File: src/pc_seq_pkg.sv
package pc_seq_pkg;
  // Widths of the sequencer
  localparam int PC_MAX_W   = 14;
  localparam int TARGET_W   = 13;
  localparam int PAGE_W     = 8;
  localparam int BANK_BIT   = 5;
  localparam int UPPER_W    = 6;
  // Instruction cycle is four system clocks
  localparam int             SYS_PER_CYCLE = 4;
  localparam logic [1:0]     CE_LAST       = 2'(SYS_PER_CYCLE - 1);
  // Register indices; byte address is four times the index
  localparam int             REG_BYTE_SCALE  = 4;
  localparam logic [7:0]     IDX_BANK_SEL    = 8'h04;
  localparam logic [7:0]     IDX_PC_LOW      = 8'h06;
  localparam logic [7:0]     IDX_TBL_PTR_LOW = 8'h07;
  localparam logic [7:0]     IDX_TBL_HIGH    = 8'h08;
  localparam logic [7:0]     IDX_TBL_PTR_UP  = 8'h1f;
  // Reset values
  localparam logic [7:0]     RST_REG8 = 8'h00;
  localparam logic [13:0]    RST_PC   = 14'h0000;
  // Vector locations, all in bank 0
  localparam logic [13:0]    VEC_EXT  = 14'h0004;
  localparam logic [13:0]    VEC_TMR0 = 14'h0008;
  localparam logic [13:0]    VEC_COUNTER_ONE_CLOCK_PIN = 14'h000c;
  localparam logic [13:0]    VEC_RTC  = 14'h0014;
  localparam logic [13:0]    VEC_DIAL = 14'h0018;
  // Interrupt source positions, highest priority first
  localparam int INT_N    = 5;
  localparam int INT_EXT  = 0;
  localparam int INT_TMR0 = 1;
  localparam int INT_COUNTER_ONE_CLOCK_PIN = 2;
  localparam int INT_RTC  = 3;
  localparam int INT_DIAL = 4;

  typedef enum logic [2:0] {
    ST_RUN   = 3'b001,
    ST_FLUSH = 3'b010,
    ST_TABLE = 3'b100
  } seq_state_t;
endpackage

File: src/program_counter_sequencer.sv
`timescale 1ns/1ps
module program_counter_sequencer #(
  parameter int PC_W = pc_seq_pkg::PC_MAX_W
) (
  input  wire logic        i_clk_sys,
  input  wire logic        i_rst_b,
  input  wire logic        i_psel,
  input  wire logic        i_penable,
  input  wire logic        i_pwrite,
  input  wire logic [9:0]  i_paddr,
  input  wire logic [31:0] i_pwdata,
  output logic      [31:0] o_prdata,
  output logic             o_pready,
  output logic             o_pslverr,
  output logic             o_cycle_ce,
  input  wire logic        i_op_jump,
  input  wire logic        i_op_call,
  input  wire logic        i_op_return,
  input  wire logic        i_op_skip,
  input  wire logic        i_op_tbl_cur,
  input  wire logic        i_op_tbl_last,
  input  wire logic [12:0] i_target,
  output logic      [13:0] o_rom_addr,
  input  wire logic [15:0] i_rom_data,
  output logic             o_fetch_valid,
  output logic             o_exec_dummy,
  output logic             o_tbl_low_wr,
  output logic      [7:0]  o_tbl_low_data,
  output logic             o_stack_push,
  output logic             o_stack_pop,
  output logic      [13:0] o_push_addr,
  input  wire logic [13:0] i_pop_addr,
  input  wire logic        i_stack_full,
  input  wire logic        i_ext_int_req,
  input  wire logic        i_tmr0_ovf,
  input  wire logic        i_counter_one_clock_pin_ovf,
  input  wire logic        i_rtc_timeout,
  input  wire logic [4:0]  i_int_en,
  input  wire logic        i_hook_switch_input,
  input  wire logic        i_hold_line_input,
  input  wire logic        i_handsfree_input,
  output logic      [4:0]  o_int_ack,
  output logic      [13:0] o_pc
);

  localparam logic [13:0] PC_MASK = 14'((15'h1 << PC_W) - 15'h1);
  localparam bit          TWO_BANK = (PC_W == pc_seq_pkg::PC_MAX_W);

  function automatic logic [13:0] fit_pc(input logic [13:0] a);
    fit_pc = a & PC_MASK;
  endfunction

  function automatic logic [13:0] step_pc(input logic [13:0] a);
    logic [12:0] low;
    low = a[12:0] + 13'h1;
    step_pc = fit_pc({a[13], low});
  endfunction

  logic [1:0]                 div_cnt_reg;
  logic                       ce;
  pc_seq_pkg::seq_state_t     state_reg;
  logic [13:0]                pc_reg;
  logic [7:0]                 bank_sel_reg;
  logic [7:0]                 tbl_low_reg;
  logic [7:0]                 tbl_up_reg;
  logic [7:0]                 tbl_high_reg;
  logic                       pcl_pend_reg;
  logic [7:0]                 pcl_val_reg;
  logic                       tbl_last_reg;
  logic [2:0]                 dial_d_reg;
  logic                       dial_flag_reg;
  logic [13:0]                tbl_addr;
  logic [4:0]                 int_req;
  logic [4:0]                 int_sel;
  logic [13:0]                int_vec;
  logic                       int_take;
  logic                       plain_cycle;
  logic                       apb_acc;
  logic                       apb_wr;
  logic [7:0]                 reg_idx;
  logic                       idx_ok;

  always_ff @(posedge i_clk_sys) begin
    if (!i_rst_b) begin
      div_cnt_reg <= 2'h0;
    end else begin
      div_cnt_reg <= div_cnt_reg + 2'h1;
    end
  end
  assign ce         = (div_cnt_reg == pc_seq_pkg::CE_LAST);
  assign o_cycle_ce = ce;

  // APB slave, zero wait states
  assign reg_idx  = i_paddr[9:2];
  assign apb_acc  = i_psel && i_penable;
  assign apb_wr   = apb_acc && i_pwrite;
  assign o_pready = 1'b1;
  always_comb begin
    idx_ok = (i_paddr[1:0] == 2'h0) &&
             (reg_idx == pc_seq_pkg::IDX_BANK_SEL || reg_idx == pc_seq_pkg::IDX_PC_LOW ||
              reg_idx == pc_seq_pkg::IDX_TBL_PTR_LOW || reg_idx == pc_seq_pkg::IDX_TBL_HIGH ||
              reg_idx == pc_seq_pkg::IDX_TBL_PTR_UP);
  end
  assign o_pslverr = apb_acc && !idx_ok;

  always_ff @(posedge i_clk_sys) begin
    if (!i_rst_b) begin
      o_prdata <= 32'h0000_0000;
    end else if (i_psel && !i_penable && !i_pwrite) begin
      case (reg_idx)
        pc_seq_pkg::IDX_BANK_SEL:    o_prdata <= {24'h000000, bank_sel_reg};
        pc_seq_pkg::IDX_PC_LOW:      o_prdata <= {24'h000000, pc_reg[7:0]};
        pc_seq_pkg::IDX_TBL_PTR_LOW: o_prdata <= {24'h000000, tbl_low_reg};
        pc_seq_pkg::IDX_TBL_HIGH:    o_prdata <= {24'h000000, tbl_high_reg};
        pc_seq_pkg::IDX_TBL_PTR_UP:  o_prdata <= {24'h000000, tbl_up_reg};
        default:                     o_prdata <= 32'h0000_0000;
      endcase
    end
  end

  // Software-written pointers; table high byte deliberately absent
  always_ff @(posedge i_clk_sys) begin
    if (!i_rst_b) begin
      bank_sel_reg <= pc_seq_pkg::RST_REG8;
      tbl_low_reg  <= pc_seq_pkg::RST_REG8;
      tbl_up_reg   <= pc_seq_pkg::RST_REG8;
    end else if (apb_wr && i_paddr[1:0] == 2'h0) begin
      if (reg_idx == pc_seq_pkg::IDX_BANK_SEL) begin
        bank_sel_reg <= i_pwdata[7:0];
      end
      if (reg_idx == pc_seq_pkg::IDX_TBL_PTR_LOW) begin
        tbl_low_reg <= i_pwdata[7:0];
      end
      if (reg_idx == pc_seq_pkg::IDX_TBL_PTR_UP) begin
        tbl_up_reg <= i_pwdata[7:0];
      end
    end
  end

  // low byte write held until the next cycle boundary in ST_RUN
  always_ff @(posedge i_clk_sys) begin
    if (!i_rst_b) begin
      pcl_pend_reg <= 1'b0;
      pcl_val_reg  <= pc_seq_pkg::RST_REG8;
    end else if (apb_wr && i_paddr[1:0] == 2'h0 && reg_idx == pc_seq_pkg::IDX_PC_LOW) begin
      // New write wins over the consume in the same clock
      pcl_pend_reg <= 1'b1;
      pcl_val_reg  <= i_pwdata[7:0];
    end else if (ce && state_reg == pc_seq_pkg::ST_RUN) begin
      pcl_pend_reg <= 1'b0;
    end
  end

  // dialer edge detect, sticky until acknowledged
  always_ff @(posedge i_clk_sys) begin
    if (!i_rst_b) begin
      dial_d_reg    <= {i_handsfree_input, i_hold_line_input, i_hook_switch_input};
      dial_flag_reg <= 1'b0;
    end else begin
      dial_d_reg <= {i_handsfree_input, i_hold_line_input, i_hook_switch_input};
      if ((dial_d_reg[0] != i_hook_switch_input) || (dial_d_reg[1] && !i_hold_line_input) ||
          (!dial_d_reg[2] && i_handsfree_input)) begin
        dial_flag_reg <= 1'b1;
      end else if (o_int_ack[pc_seq_pkg::INT_DIAL]) begin
        dial_flag_reg <= 1'b0;
      end
    end
  end

  assign int_req = {dial_flag_reg, i_rtc_timeout, i_counter_one_clock_pin_ovf, i_tmr0_ovf, i_ext_int_req} & i_int_en;
  always_comb begin
    int_sel = 5'h00;
    int_vec = pc_seq_pkg::VEC_EXT;
    if (int_req[pc_seq_pkg::INT_EXT]) begin
      int_sel[pc_seq_pkg::INT_EXT] = 1'b1;
      int_vec = pc_seq_pkg::VEC_EXT;
    end else if (int_req[pc_seq_pkg::INT_TMR0]) begin
      int_sel[pc_seq_pkg::INT_TMR0] = 1'b1;
      int_vec = pc_seq_pkg::VEC_TMR0;
    end else if (int_req[pc_seq_pkg::INT_COUNTER_ONE_CLOCK_PIN]) begin
      int_sel[pc_seq_pkg::INT_COUNTER_ONE_CLOCK_PIN] = 1'b1;
      int_vec = pc_seq_pkg::VEC_COUNTER_ONE_CLOCK_PIN;
    end else if (int_req[pc_seq_pkg::INT_RTC]) begin
      int_sel[pc_seq_pkg::INT_RTC] = 1'b1;
      int_vec = pc_seq_pkg::VEC_RTC;
    end else if (int_req[pc_seq_pkg::INT_DIAL]) begin
      int_sel[pc_seq_pkg::INT_DIAL] = 1'b1;
      int_vec = pc_seq_pkg::VEC_DIAL;
    end
  end

  // Interrupts only between plain instructions, so no op is lost
  assign plain_cycle = !(i_op_jump || i_op_call || i_op_return || i_op_skip ||
                         i_op_tbl_cur || i_op_tbl_last || pcl_pend_reg);
  assign int_take  = ce && state_reg == pc_seq_pkg::ST_RUN && plain_cycle &&
                     (int_req != 5'h00) && !i_stack_full;
  assign o_int_ack = int_take ? int_sel : 5'h00;

  // Stack side effects
  assign o_stack_push = int_take ||
                        (ce && state_reg == pc_seq_pkg::ST_RUN && !pcl_pend_reg && i_op_call);
  assign o_stack_pop  = ce && state_reg == pc_seq_pkg::ST_RUN && !pcl_pend_reg &&
                        !i_op_call && !i_op_jump && i_op_return;
  assign o_push_addr  = pc_reg;

  // Sequencer state and program counter
  always_ff @(posedge i_clk_sys) begin
    if (!i_rst_b) begin
      state_reg    <= pc_seq_pkg::ST_RUN;
      pc_reg       <= pc_seq_pkg::RST_PC;
      tbl_last_reg <= 1'b0;
    end else if (ce) begin
      case (state_reg)
        pc_seq_pkg::ST_RUN: begin
          if (pcl_pend_reg) begin
            pc_reg    <= fit_pc({pc_reg[13:8], pcl_val_reg});
            state_reg <= pc_seq_pkg::ST_FLUSH;
          end else if (i_op_jump || i_op_call) begin
            // target latched with the bank bit now present
            pc_reg    <= fit_pc({TWO_BANK ? bank_sel_reg[pc_seq_pkg::BANK_BIT] : 1'b0, i_target});
            state_reg <= pc_seq_pkg::ST_FLUSH;
          end else if (i_op_return) begin
            pc_reg    <= fit_pc(i_pop_addr);
            state_reg <= pc_seq_pkg::ST_FLUSH;
          end else if (i_op_skip) begin
            // dummy cycle fetches two words ahead
            pc_reg    <= step_pc(pc_reg);
            state_reg <= pc_seq_pkg::ST_FLUSH;
          end else if (i_op_tbl_cur || i_op_tbl_last) begin
            // second cycle spent on the table word
            pc_reg       <= step_pc(pc_reg);
            tbl_last_reg <= i_op_tbl_last;
            state_reg    <= pc_seq_pkg::ST_TABLE;
          end else if (int_take) begin
            pc_reg    <= int_vec;
            state_reg <= pc_seq_pkg::ST_FLUSH;
          end else begin
            pc_reg <= step_pc(pc_reg);
          end
        end
        pc_seq_pkg::ST_FLUSH: begin
          pc_reg    <= step_pc(pc_reg);
          state_reg <= pc_seq_pkg::ST_RUN;
        end
        pc_seq_pkg::ST_TABLE: begin
          state_reg <= pc_seq_pkg::ST_RUN;
        end
        default: begin
          state_reg <= pc_seq_pkg::ST_RUN;
        end
      endcase
    end
  end

  always_comb begin
    if (tbl_last_reg) begin
      tbl_addr = fit_pc({6'h3f, tbl_low_reg});
    end else if (TWO_BANK) begin
      tbl_addr = fit_pc({tbl_up_reg[pc_seq_pkg::UPPER_W-1:0], tbl_low_reg});
    end else begin
      tbl_addr = fit_pc({pc_reg[13:8], tbl_low_reg});
    end
  end

  assign o_rom_addr    = (state_reg == pc_seq_pkg::ST_TABLE) ? tbl_addr : pc_reg;
  assign o_fetch_valid = (state_reg != pc_seq_pkg::ST_TABLE);
  assign o_exec_dummy  = (state_reg == pc_seq_pkg::ST_FLUSH);
  assign o_pc          = pc_reg;

  // table word capture, only path into the high byte
  always_ff @(posedge i_clk_sys) begin
    if (!i_rst_b) begin
      tbl_high_reg   <= pc_seq_pkg::RST_REG8;
      o_tbl_low_data <= pc_seq_pkg::RST_REG8;
      o_tbl_low_wr   <= 1'b0;
    end else begin
      o_tbl_low_wr <= ce && state_reg == pc_seq_pkg::ST_TABLE;
      if (ce && state_reg == pc_seq_pkg::ST_TABLE) begin
        tbl_high_reg   <= i_rom_data[15:8];
        o_tbl_low_data <= i_rom_data[7:0];
      end
    end
  end

  // Assertions
  property p_step;
    @(posedge i_clk_sys) disable iff (!i_rst_b)
      ce && state_reg == pc_seq_pkg::ST_RUN && plain_cycle && !int_take |=> pc_reg == step_pc($past(pc_reg));
  endproperty
  a_step: assert property (p_step) else $error("pc did not step by one");

  property p_skip;
    @(posedge i_clk_sys) disable iff (!i_rst_b)
      ce && state_reg == pc_seq_pkg::ST_RUN && !pcl_pend_reg && i_op_skip && !i_op_jump && !i_op_call &&
      !i_op_return |=> o_exec_dummy [*4] ##1 !o_exec_dummy;
  endproperty
  a_skip: assert property (p_skip) else $error("skip did not give one dummy cycle");

  property p_pcl;
    @(posedge i_clk_sys) disable iff (!i_rst_b)
      ce && state_reg == pc_seq_pkg::ST_RUN && pcl_pend_reg |=>
      pc_reg[7:0] == $past(pcl_val_reg) && pc_reg[13:8] == $past(pc_reg[13:8]);
  endproperty
  a_pcl: assert property (p_pcl) else $error("low byte jump wrong");

  property p_jump;
    @(posedge i_clk_sys) disable iff (!i_rst_b)
      ce && state_reg == pc_seq_pkg::ST_RUN && !pcl_pend_reg && (i_op_jump || i_op_call) |=>
      pc_reg[12:0] == ($past(i_target) & PC_MASK[12:0]) &&
      pc_reg[13] == (TWO_BANK && $past(bank_sel_reg[pc_seq_pkg::BANK_BIT])) && o_exec_dummy;
  endproperty
  a_jump: assert property (p_jump) else $error("jump target or bank wrong");

  property p_vec;
    @(posedge i_clk_sys) disable iff (!i_rst_b)
      o_int_ack != 5'h00 |-> o_stack_push && o_push_addr == pc_reg ##1 pc_reg[13] == 1'b0 && o_exec_dummy;
  endproperty
  a_vec: assert property (p_vec) else $error("interrupt not vectored in bank 0");

  property p_reset;
    @(posedge i_clk_sys) !i_rst_b |=> pc_reg == pc_seq_pkg::RST_PC && state_reg == pc_seq_pkg::ST_RUN;
  endproperty
  a_reset: assert property (p_reset) else $error("reset did not clear pc");

  property p_table_word_high_byte;
    @(posedge i_clk_sys) disable iff (!i_rst_b)
      $changed(tbl_high_reg) |-> $past(ce && state_reg == pc_seq_pkg::ST_TABLE);
  endproperty
  a_table_word_high_byte: assert property (p_table_word_high_byte) else $error("table high byte changed outside a table read");

  property p_tbl_word;
    @(posedge i_clk_sys) disable iff (!i_rst_b) o_tbl_low_wr |-> {tbl_high_reg, o_tbl_low_data} == $past(i_rom_data);
  endproperty
  a_tbl_word: assert property (p_tbl_word) else $error("table word bytes not split as fetched");

  property p_tbl2;
    @(posedge i_clk_sys) disable iff (!i_rst_b)
      ce && state_reg == pc_seq_pkg::ST_RUN && plain_cycle == 1'b0 && !pcl_pend_reg && !i_op_jump &&
      !i_op_call && !i_op_return && !i_op_skip |=>
      (state_reg == pc_seq_pkg::ST_TABLE) [*4] ##1 state_reg == pc_seq_pkg::ST_RUN && o_tbl_low_wr;
  endproperty
  a_tbl2: assert property (p_tbl2) else $error("table read not two cycles");

  property p_full;
    @(posedge i_clk_sys) disable iff (!i_rst_b) i_stack_full |-> o_int_ack == 5'h00;
  endproperty
  a_full: assert property (p_full) else $error("interrupt taken with full stack");

  property p_ce;
    @(posedge i_clk_sys) disable iff (!i_rst_b) ce |=> !ce [*3] ##1 ce;
  endproperty
  a_ce: assert property (p_ce) else $error("instruction cycle not four clocks");

  property p_width;
    @(posedge i_clk_sys) disable iff (!i_rst_b) (pc_reg & ~PC_MASK) == 14'h0000;
  endproperty
  a_width: assert property (p_width) else $error("pc bits above width set");

  c_int:  cover property (@(posedge i_clk_sys) disable iff (!i_rst_b) o_int_ack[pc_seq_pkg::INT_DIAL]);
  c_tbl:  cover property (@(posedge i_clk_sys) disable iff (!i_rst_b) o_tbl_low_wr);
  c_full: cover property (@(posedge i_clk_sys) disable iff (!i_rst_b) i_stack_full && int_req != 5'h00);
  c_ret:  cover property (@(posedge i_clk_sys) disable iff (!i_rst_b) o_stack_pop);

endmodule

File: config.mk
export PLATFORM = sky130hd
export DESIGN_NAME = program_counter_sequencer
export DESIGN_NICKNAME = d
export VERILOG_FILES = /design/src/pc_seq_pkg.sv /design/src/program_counter_sequencer.sv
export SDC_FILE = /design/constraint.sdc
export NUM_CORES = 1
export LEC_CHECK = 0
export BUFFER_PORTS_ARGS = -buffer_cell sky130_fd_sc_hd__buf_2
export CAP_MARGIN = 20
export CORE_MARGIN = 2
export CORE_UTILIZATION = 46
export DETAILED_ROUTE_END_ITERATION = 8
export PLACE_DENSITY = 0.76
export SLEW_MARGIN = 25
export SYNTH_ARGS = -nofsm -noshare
export SYNTH_HDL_FRONTEND = slang
export SYNTH_SLANG_ARGS = --single-unit
File: constraint.sdc
create_clock -name i_clk_sys -period 5.1 [get_ports i_clk_sys]
set_input_delay 0.51 -clock i_clk_sys [delete_from_list [all_inputs] [get_ports i_clk_sys]]
set_output_delay 0.51 -clock i_clk_sys [all_outputs]
set_load 0.1 [all_outputs]
======== Word-level counts from Yosys, hierarchy flattened ========
Index checks and enable logic that the tools add are counted.
operators by class
  muxes and demuxes ....................... 36
  bitwise logic cells ..................... 6
  $mul .................................... 0
  reductions and logical operators ........ 58
  shifts and indexed selects .............. 0
  divide/modulo/power cells ............... 0
  $lt $le $gt $ge ......................... 0
  equal/unequal tests ..................... 15
  add/sub/neg operators ................... 2
operators with widths
  kind                                                 number
  two-way mux 14 bit                                   8
  case mux 8 bit (5 select lines)                      1
  two-way mux 5 bit                                    6
  case mux 14 bit (2 select lines)                     1
  equality test 8 x 3 -> 1 bit, second input constant  3
  two-way mux 3 bit                                    8
  logical AND 1 bit                                    20
  logical OR 1 bit                                     14
  AND reduction 7 bit                                  2
  adder 13 x 1 -> 13 bit, second input constant        1
  logical NOT 1 bit                                    10
  two-way mux 1 bit                                    10
  AND reduction 2 bit                                  5
  equality test 8 x 4 -> 1 bit, second input constant  1
  equality test 8 x 5 -> 1 bit, second input constant  1
  != test 7 x 5 -> 1 bit, second input constant        1
  != test 3 bit, second input constant                 2
  nonzero test 2 bit                                   3
  AND 5 bit                                            1
  inverter 1 bit                                       5
  nonzero test 5 bit                                   1
  two-way mux 4 bit                                    1
  equality test 3 x 1 -> 1 bit, second input constant  1
  equality test 3 x 2 -> 1 bit, second input constant  1
  10 further kinds                                     10
word-level totals
  ROM bits ................................ 0
  input port bits ......................... 109
  word-level logic and storage cells ...... 134
  RAM bits ................................ 0
  bits in latches ......................... 0
  bits in registers ....................... 106
  memories ................................ 0
  output and inout port bits .............. 95

======== Logic depth before layout (Yosys ltp) ========
  depth after elaboration ................. 17
  depth in mapped cells ................... 9
  depth with buffers taken out ............ 6

======== Worst setup path before layout ========
No wires, ideal clock.
  kind .................................... register -> output
  start ................................... register div_cnt_reg[0]
  end ..................................... output o_int_ack[2]
  required time ........................... 4.590 ns
  path buffers ............................ 3
  stages on the path, launching flop included .. 9
  arrival ................................. 5.659 ns
  slack ................................... -1.069 ns
  cells stage by stage .................... dfxtp_1 ha_1 buf_4 nor2b_1 buf_2 nand3_1 or4_1 clkbuf_1 nor4b_1
between the ends
  word-level cells in the longest chain between the ends .. 6
RTL lines
  element                         RTL line                          source
  start: declaration              program_counter_sequencer.sv:59   logic [1:0] div_cnt_reg;
  start signal: assignment        program_counter_sequencer.sv:87   div_cnt_reg <= div_cnt_reg + 2'h1;
  equality test 2 bit             program_counter_sequencer.sv:90   assign ce = (div_cnt_reg == pc_seq_pkg::CE_LAST);
  via o_cycle_ce                  program_counter_sequencer.sv:15   output logic o_cycle_ce,
  logical AND 1 bit (3 in a row)  program_counter_sequencer.sv:195  assign int_take = ce && state_reg == pc_seq_pkg::ST_RUN && plain_cycle &&
  logical AND 1 bit               program_counter_sequencer.sv:196  (int_req != 5'h00) && !i_stack_full;
  two-way mux 5 bit               program_counter_sequencer.sv:197  assign o_int_ack = int_take ? int_sel : 5'h00;
  end: declaration                program_counter_sequencer.sv:42   output logic [4:0] o_int_ack,
The timed path passes the listed nets, and every way through them passes these cells.

======== Final worst setup path ========
  start ................................... register div_cnt_reg[0]
  end ..................................... output o_int_ack[2]
between the ends
  word-level cells in the longest chain between the ends .. 6
RTL lines
  element                         RTL line
  equality test 2 bit             program_counter_sequencer.sv:90
  logical AND 1 bit (3 in a row)  program_counter_sequencer.sv:195
  logical AND 1 bit               program_counter_sequencer.sv:196
  two-way mux 5 bit               program_counter_sequencer.sv:197
No other way between the ends.

==> run_results.csv <==
group,metric,value,unit
final_layout,largest_reg_flops,14,
drt,ant_nets,0,
placement,placed_area,0.005720,mm^2
timing,timing.final.ws_setup,1.151,ns
global_routing,gr-usage-met2,0.4277,
yosys,synth_area,0.005099,mm^2
placement,dp_slack,1.611,ns
clock_tree,clock_latency,0.36,ns
drt,routedWlPerCell,16.51,um
min_path,hold-path-cell-count,1,
drt,dr.first_iter.drc_count,410,
clock_tree,cts_resized,0,
floorplanning,start_util,0.4703,
worst_setup_path,criticalPathCategory,"reg -> out",
timing,clock_skew,0.008011,ns
yosys,yosys.cell_types.count,66,
floorplanning,die_h,109.3,um
yosys,ys_seq_area_frac,0.3220,
status,status,"finished clean",
worst_setup_path,cp_num_buf_inv,1,
worst_setup_path,crit_chain,"ha_1 > nor2b_1 > nand3_1 > or4_1 > nor4b_2 > buf_2",
yosys,synth_cells,648,
drt,drc,0,
timing,fmax,253.2,MHz
clock_tree,post-cts-setup-buffers,0,
clock_tree,cts.sink_count,82,
clock_tree,numCtsBuffers,9,
yosys,ys_ff_latch,82,
global_routing,grtUsageMet3,0.04423,
final_layout,nFillCells,1029,
worst_setup_path,max_stage_delay,0.72,ns
floorplanning,core,0.01084,mm^2
timing,finalCriticalPeriod,3.949,ns
drt,routed-via-count,5084,
placement,dp_hpwl,11.11,mm
yosys,ys_async_sr_fraction,0,
power,power.density,259.9,mW/mm^2
global_routing,antenna_found_initial,0,
global_routing,grt_pass1_wl,23.25,mm
timing,max_slew_margin,0.3407,
worst_setup_path,cp_data_arrival_time,3.44,ns
clock_tree,cts_tree,"built",
timing,worst_pin_slew,0.9869,ns
final_layout,diodes,0,
global_routing,grt_pass1_vias,4656,
placement,io_buffers,154,
floorplanning,placementRows,38,
worst_setup_path,crit_slowest_cell,"or4_1",
final_layout,drive_above_1_share,0.2650,
timing,finalSetupViolCount,0,
final_layout,final_area,0.005919,mm^2
global_routing,track_usage,0.2518,
timing,finalMaxSlewViolations,0,
worst_setup_path,rr_worst_depth,6,
global_routing,gr-total-overflow,0,
worst_setup_path,worstSetupPathDepth,6,
clock_tree,holdBufCountCts,0,
power,leakage,2.436,nW
placement,gp_congestion,0.9257,
timing,rsz0062_at_grt,"false",
floorplanning,die_w,109.3,um
final_layout,mostFrequentLayoutCells,"buf_2 (154), nand2_1 (94), dfxtp_1 (82), o21ai_0 (40), nor2_1 (39)",
yosys,synth_edf_count,0,
run,maxCapViolations,0,
clock_tree,cts.clk_slew.worst_paths,0.08,ns
final_layout,layout.nets,873,
final_layout,final_common_cell,"buf_2",
floorplanning,io_pins,204,
timing,whs,0.2689,ns
global_routing,grt.met1_usage,0.3268,
yosys,ys_warn_count,0,
floorplanning,dieArea,0.01194,mm^2
drt,drtPass1Iterations,7,
final_layout,multi_input_area,0.003059,mm^2
final_layout,final-seq-area,0.001642,mm^2
clock_tree,htree_levels,3,
final_layout,area_growth,16.10,%
drt,vias_per_cell,5.611,
power,p_total,1.539,mW
timing,finalCritPeriodShare,0.7744,
clock_tree,clock-root-buffer,"clkbuf_8",
power,ir_drop,129.5,uV
worst_setup_path,cp-start-kind,"flop",
global_routing,grt_start_max_net_pins,60,
worst_setup_path,crit_family,"simple AND/OR/NAND/NOR gates",
clock_tree,clk_path_buf_depth,2,
drt,wl,14.95,mm
worst_setup_path,crit_path_end_kind,"primary output",
yosys,ys.flop_type,"dfxtp_1",
timing,fin_setup_tns,0,ns
min_path,hp-class,"in -> reg",
yosys,syn_avg_cell_area,7.868,um^2
worst_setup_path,cp_max_fo,11,
worst_setup_path,crit_required,4.59,ns
timing,hold_violations,0,
global_routing,grt_busiest_layer,"met2",
Yosys cell counts, types with 14 or more instances:
library cell | count | area share
a21boi_0 | 27 | 0.040
a21oi_1 | 36 | 0.035
a22oi_1 | 18 | 0.027
buf_4 | 40 | 0.059
clkbuf_1 | 27 | 0.020
dfxtp_1 | 82 | 0.32
inv_1 | 14 | 0.010
mux2i_1 | 33 | 0.065
nand2_1 | 94 | 0.069
nand3_1 | 21 | 0.021
nor2_1 | 39 | 0.029
nor2b_1 | 30 | 0.037
o21ai_0 | 40 | 0.039
power by group:
part	switching, mW	internal, mW	leakage (nW)
registers	0.0171	0.652	0.664
clock network	0.245	0.225	0.0994
logic	0.318	0.0817	1.67
total	0.580	0.959	2.44
logic make-up after synthesis:
| logic type | after synthesis | synth area share |
|---|---|---|
| xor gates and xnor gates | 9 | 0.01546 |
| AOI/OAI and AO/OA | 173 | 0.2191 |
| buffers and inverters | 92 | 0.1001 |
| DFF | 82 | 0.3220 |
| adders and majority gates | 2 | 0.004907 |
| other | 2 | 0.001473 |
| muxes | 41 | 0.08246 |
| and+or+nand+nor | 247 | 0.2545 |
per-layer routing:
layer / part of all wire / wire length [um]
met1: 0.43 / 6393
met2: 0.49 / 7276
met3: 0.072 / 1083
met4: 0.013 / 201
met5: 0 / 0
cell type report:
type                       instances  area share
inverter                          14    0.008878
clock buffer                       9     0.02093
multi-input combinational        497      0.5168
clock inverter                     6     0.01120
tap                              140     0.02959
timing repair buffer             158      0.1353
sequential                        82      0.2773
through the flow:
stage | utilization | instances
2_1_floorplan | - | 671
6_report | 0.5461 | 906
5_1_grt | 0.5461 | 906
3_5_place_dp | 0.5277 | 891
3_3_place_gp | 0.5277 | 891
4_1_cts | 0.5452 | 906
final timing paths:
check	start	to	slack [ns]
setup reg to reg	div_cnt_reg[0]	o_pc[2]	2.31
hold reg to reg	div_cnt_reg[0]	div_cnt_reg[0]	0.43
hold / removal	i_hold_line_input	dial_d_reg[1]	0.27
setup / recovery	div_cnt_reg[0]	o_int_ack[2]	1.15
Power figures use the tool's default switching activity.
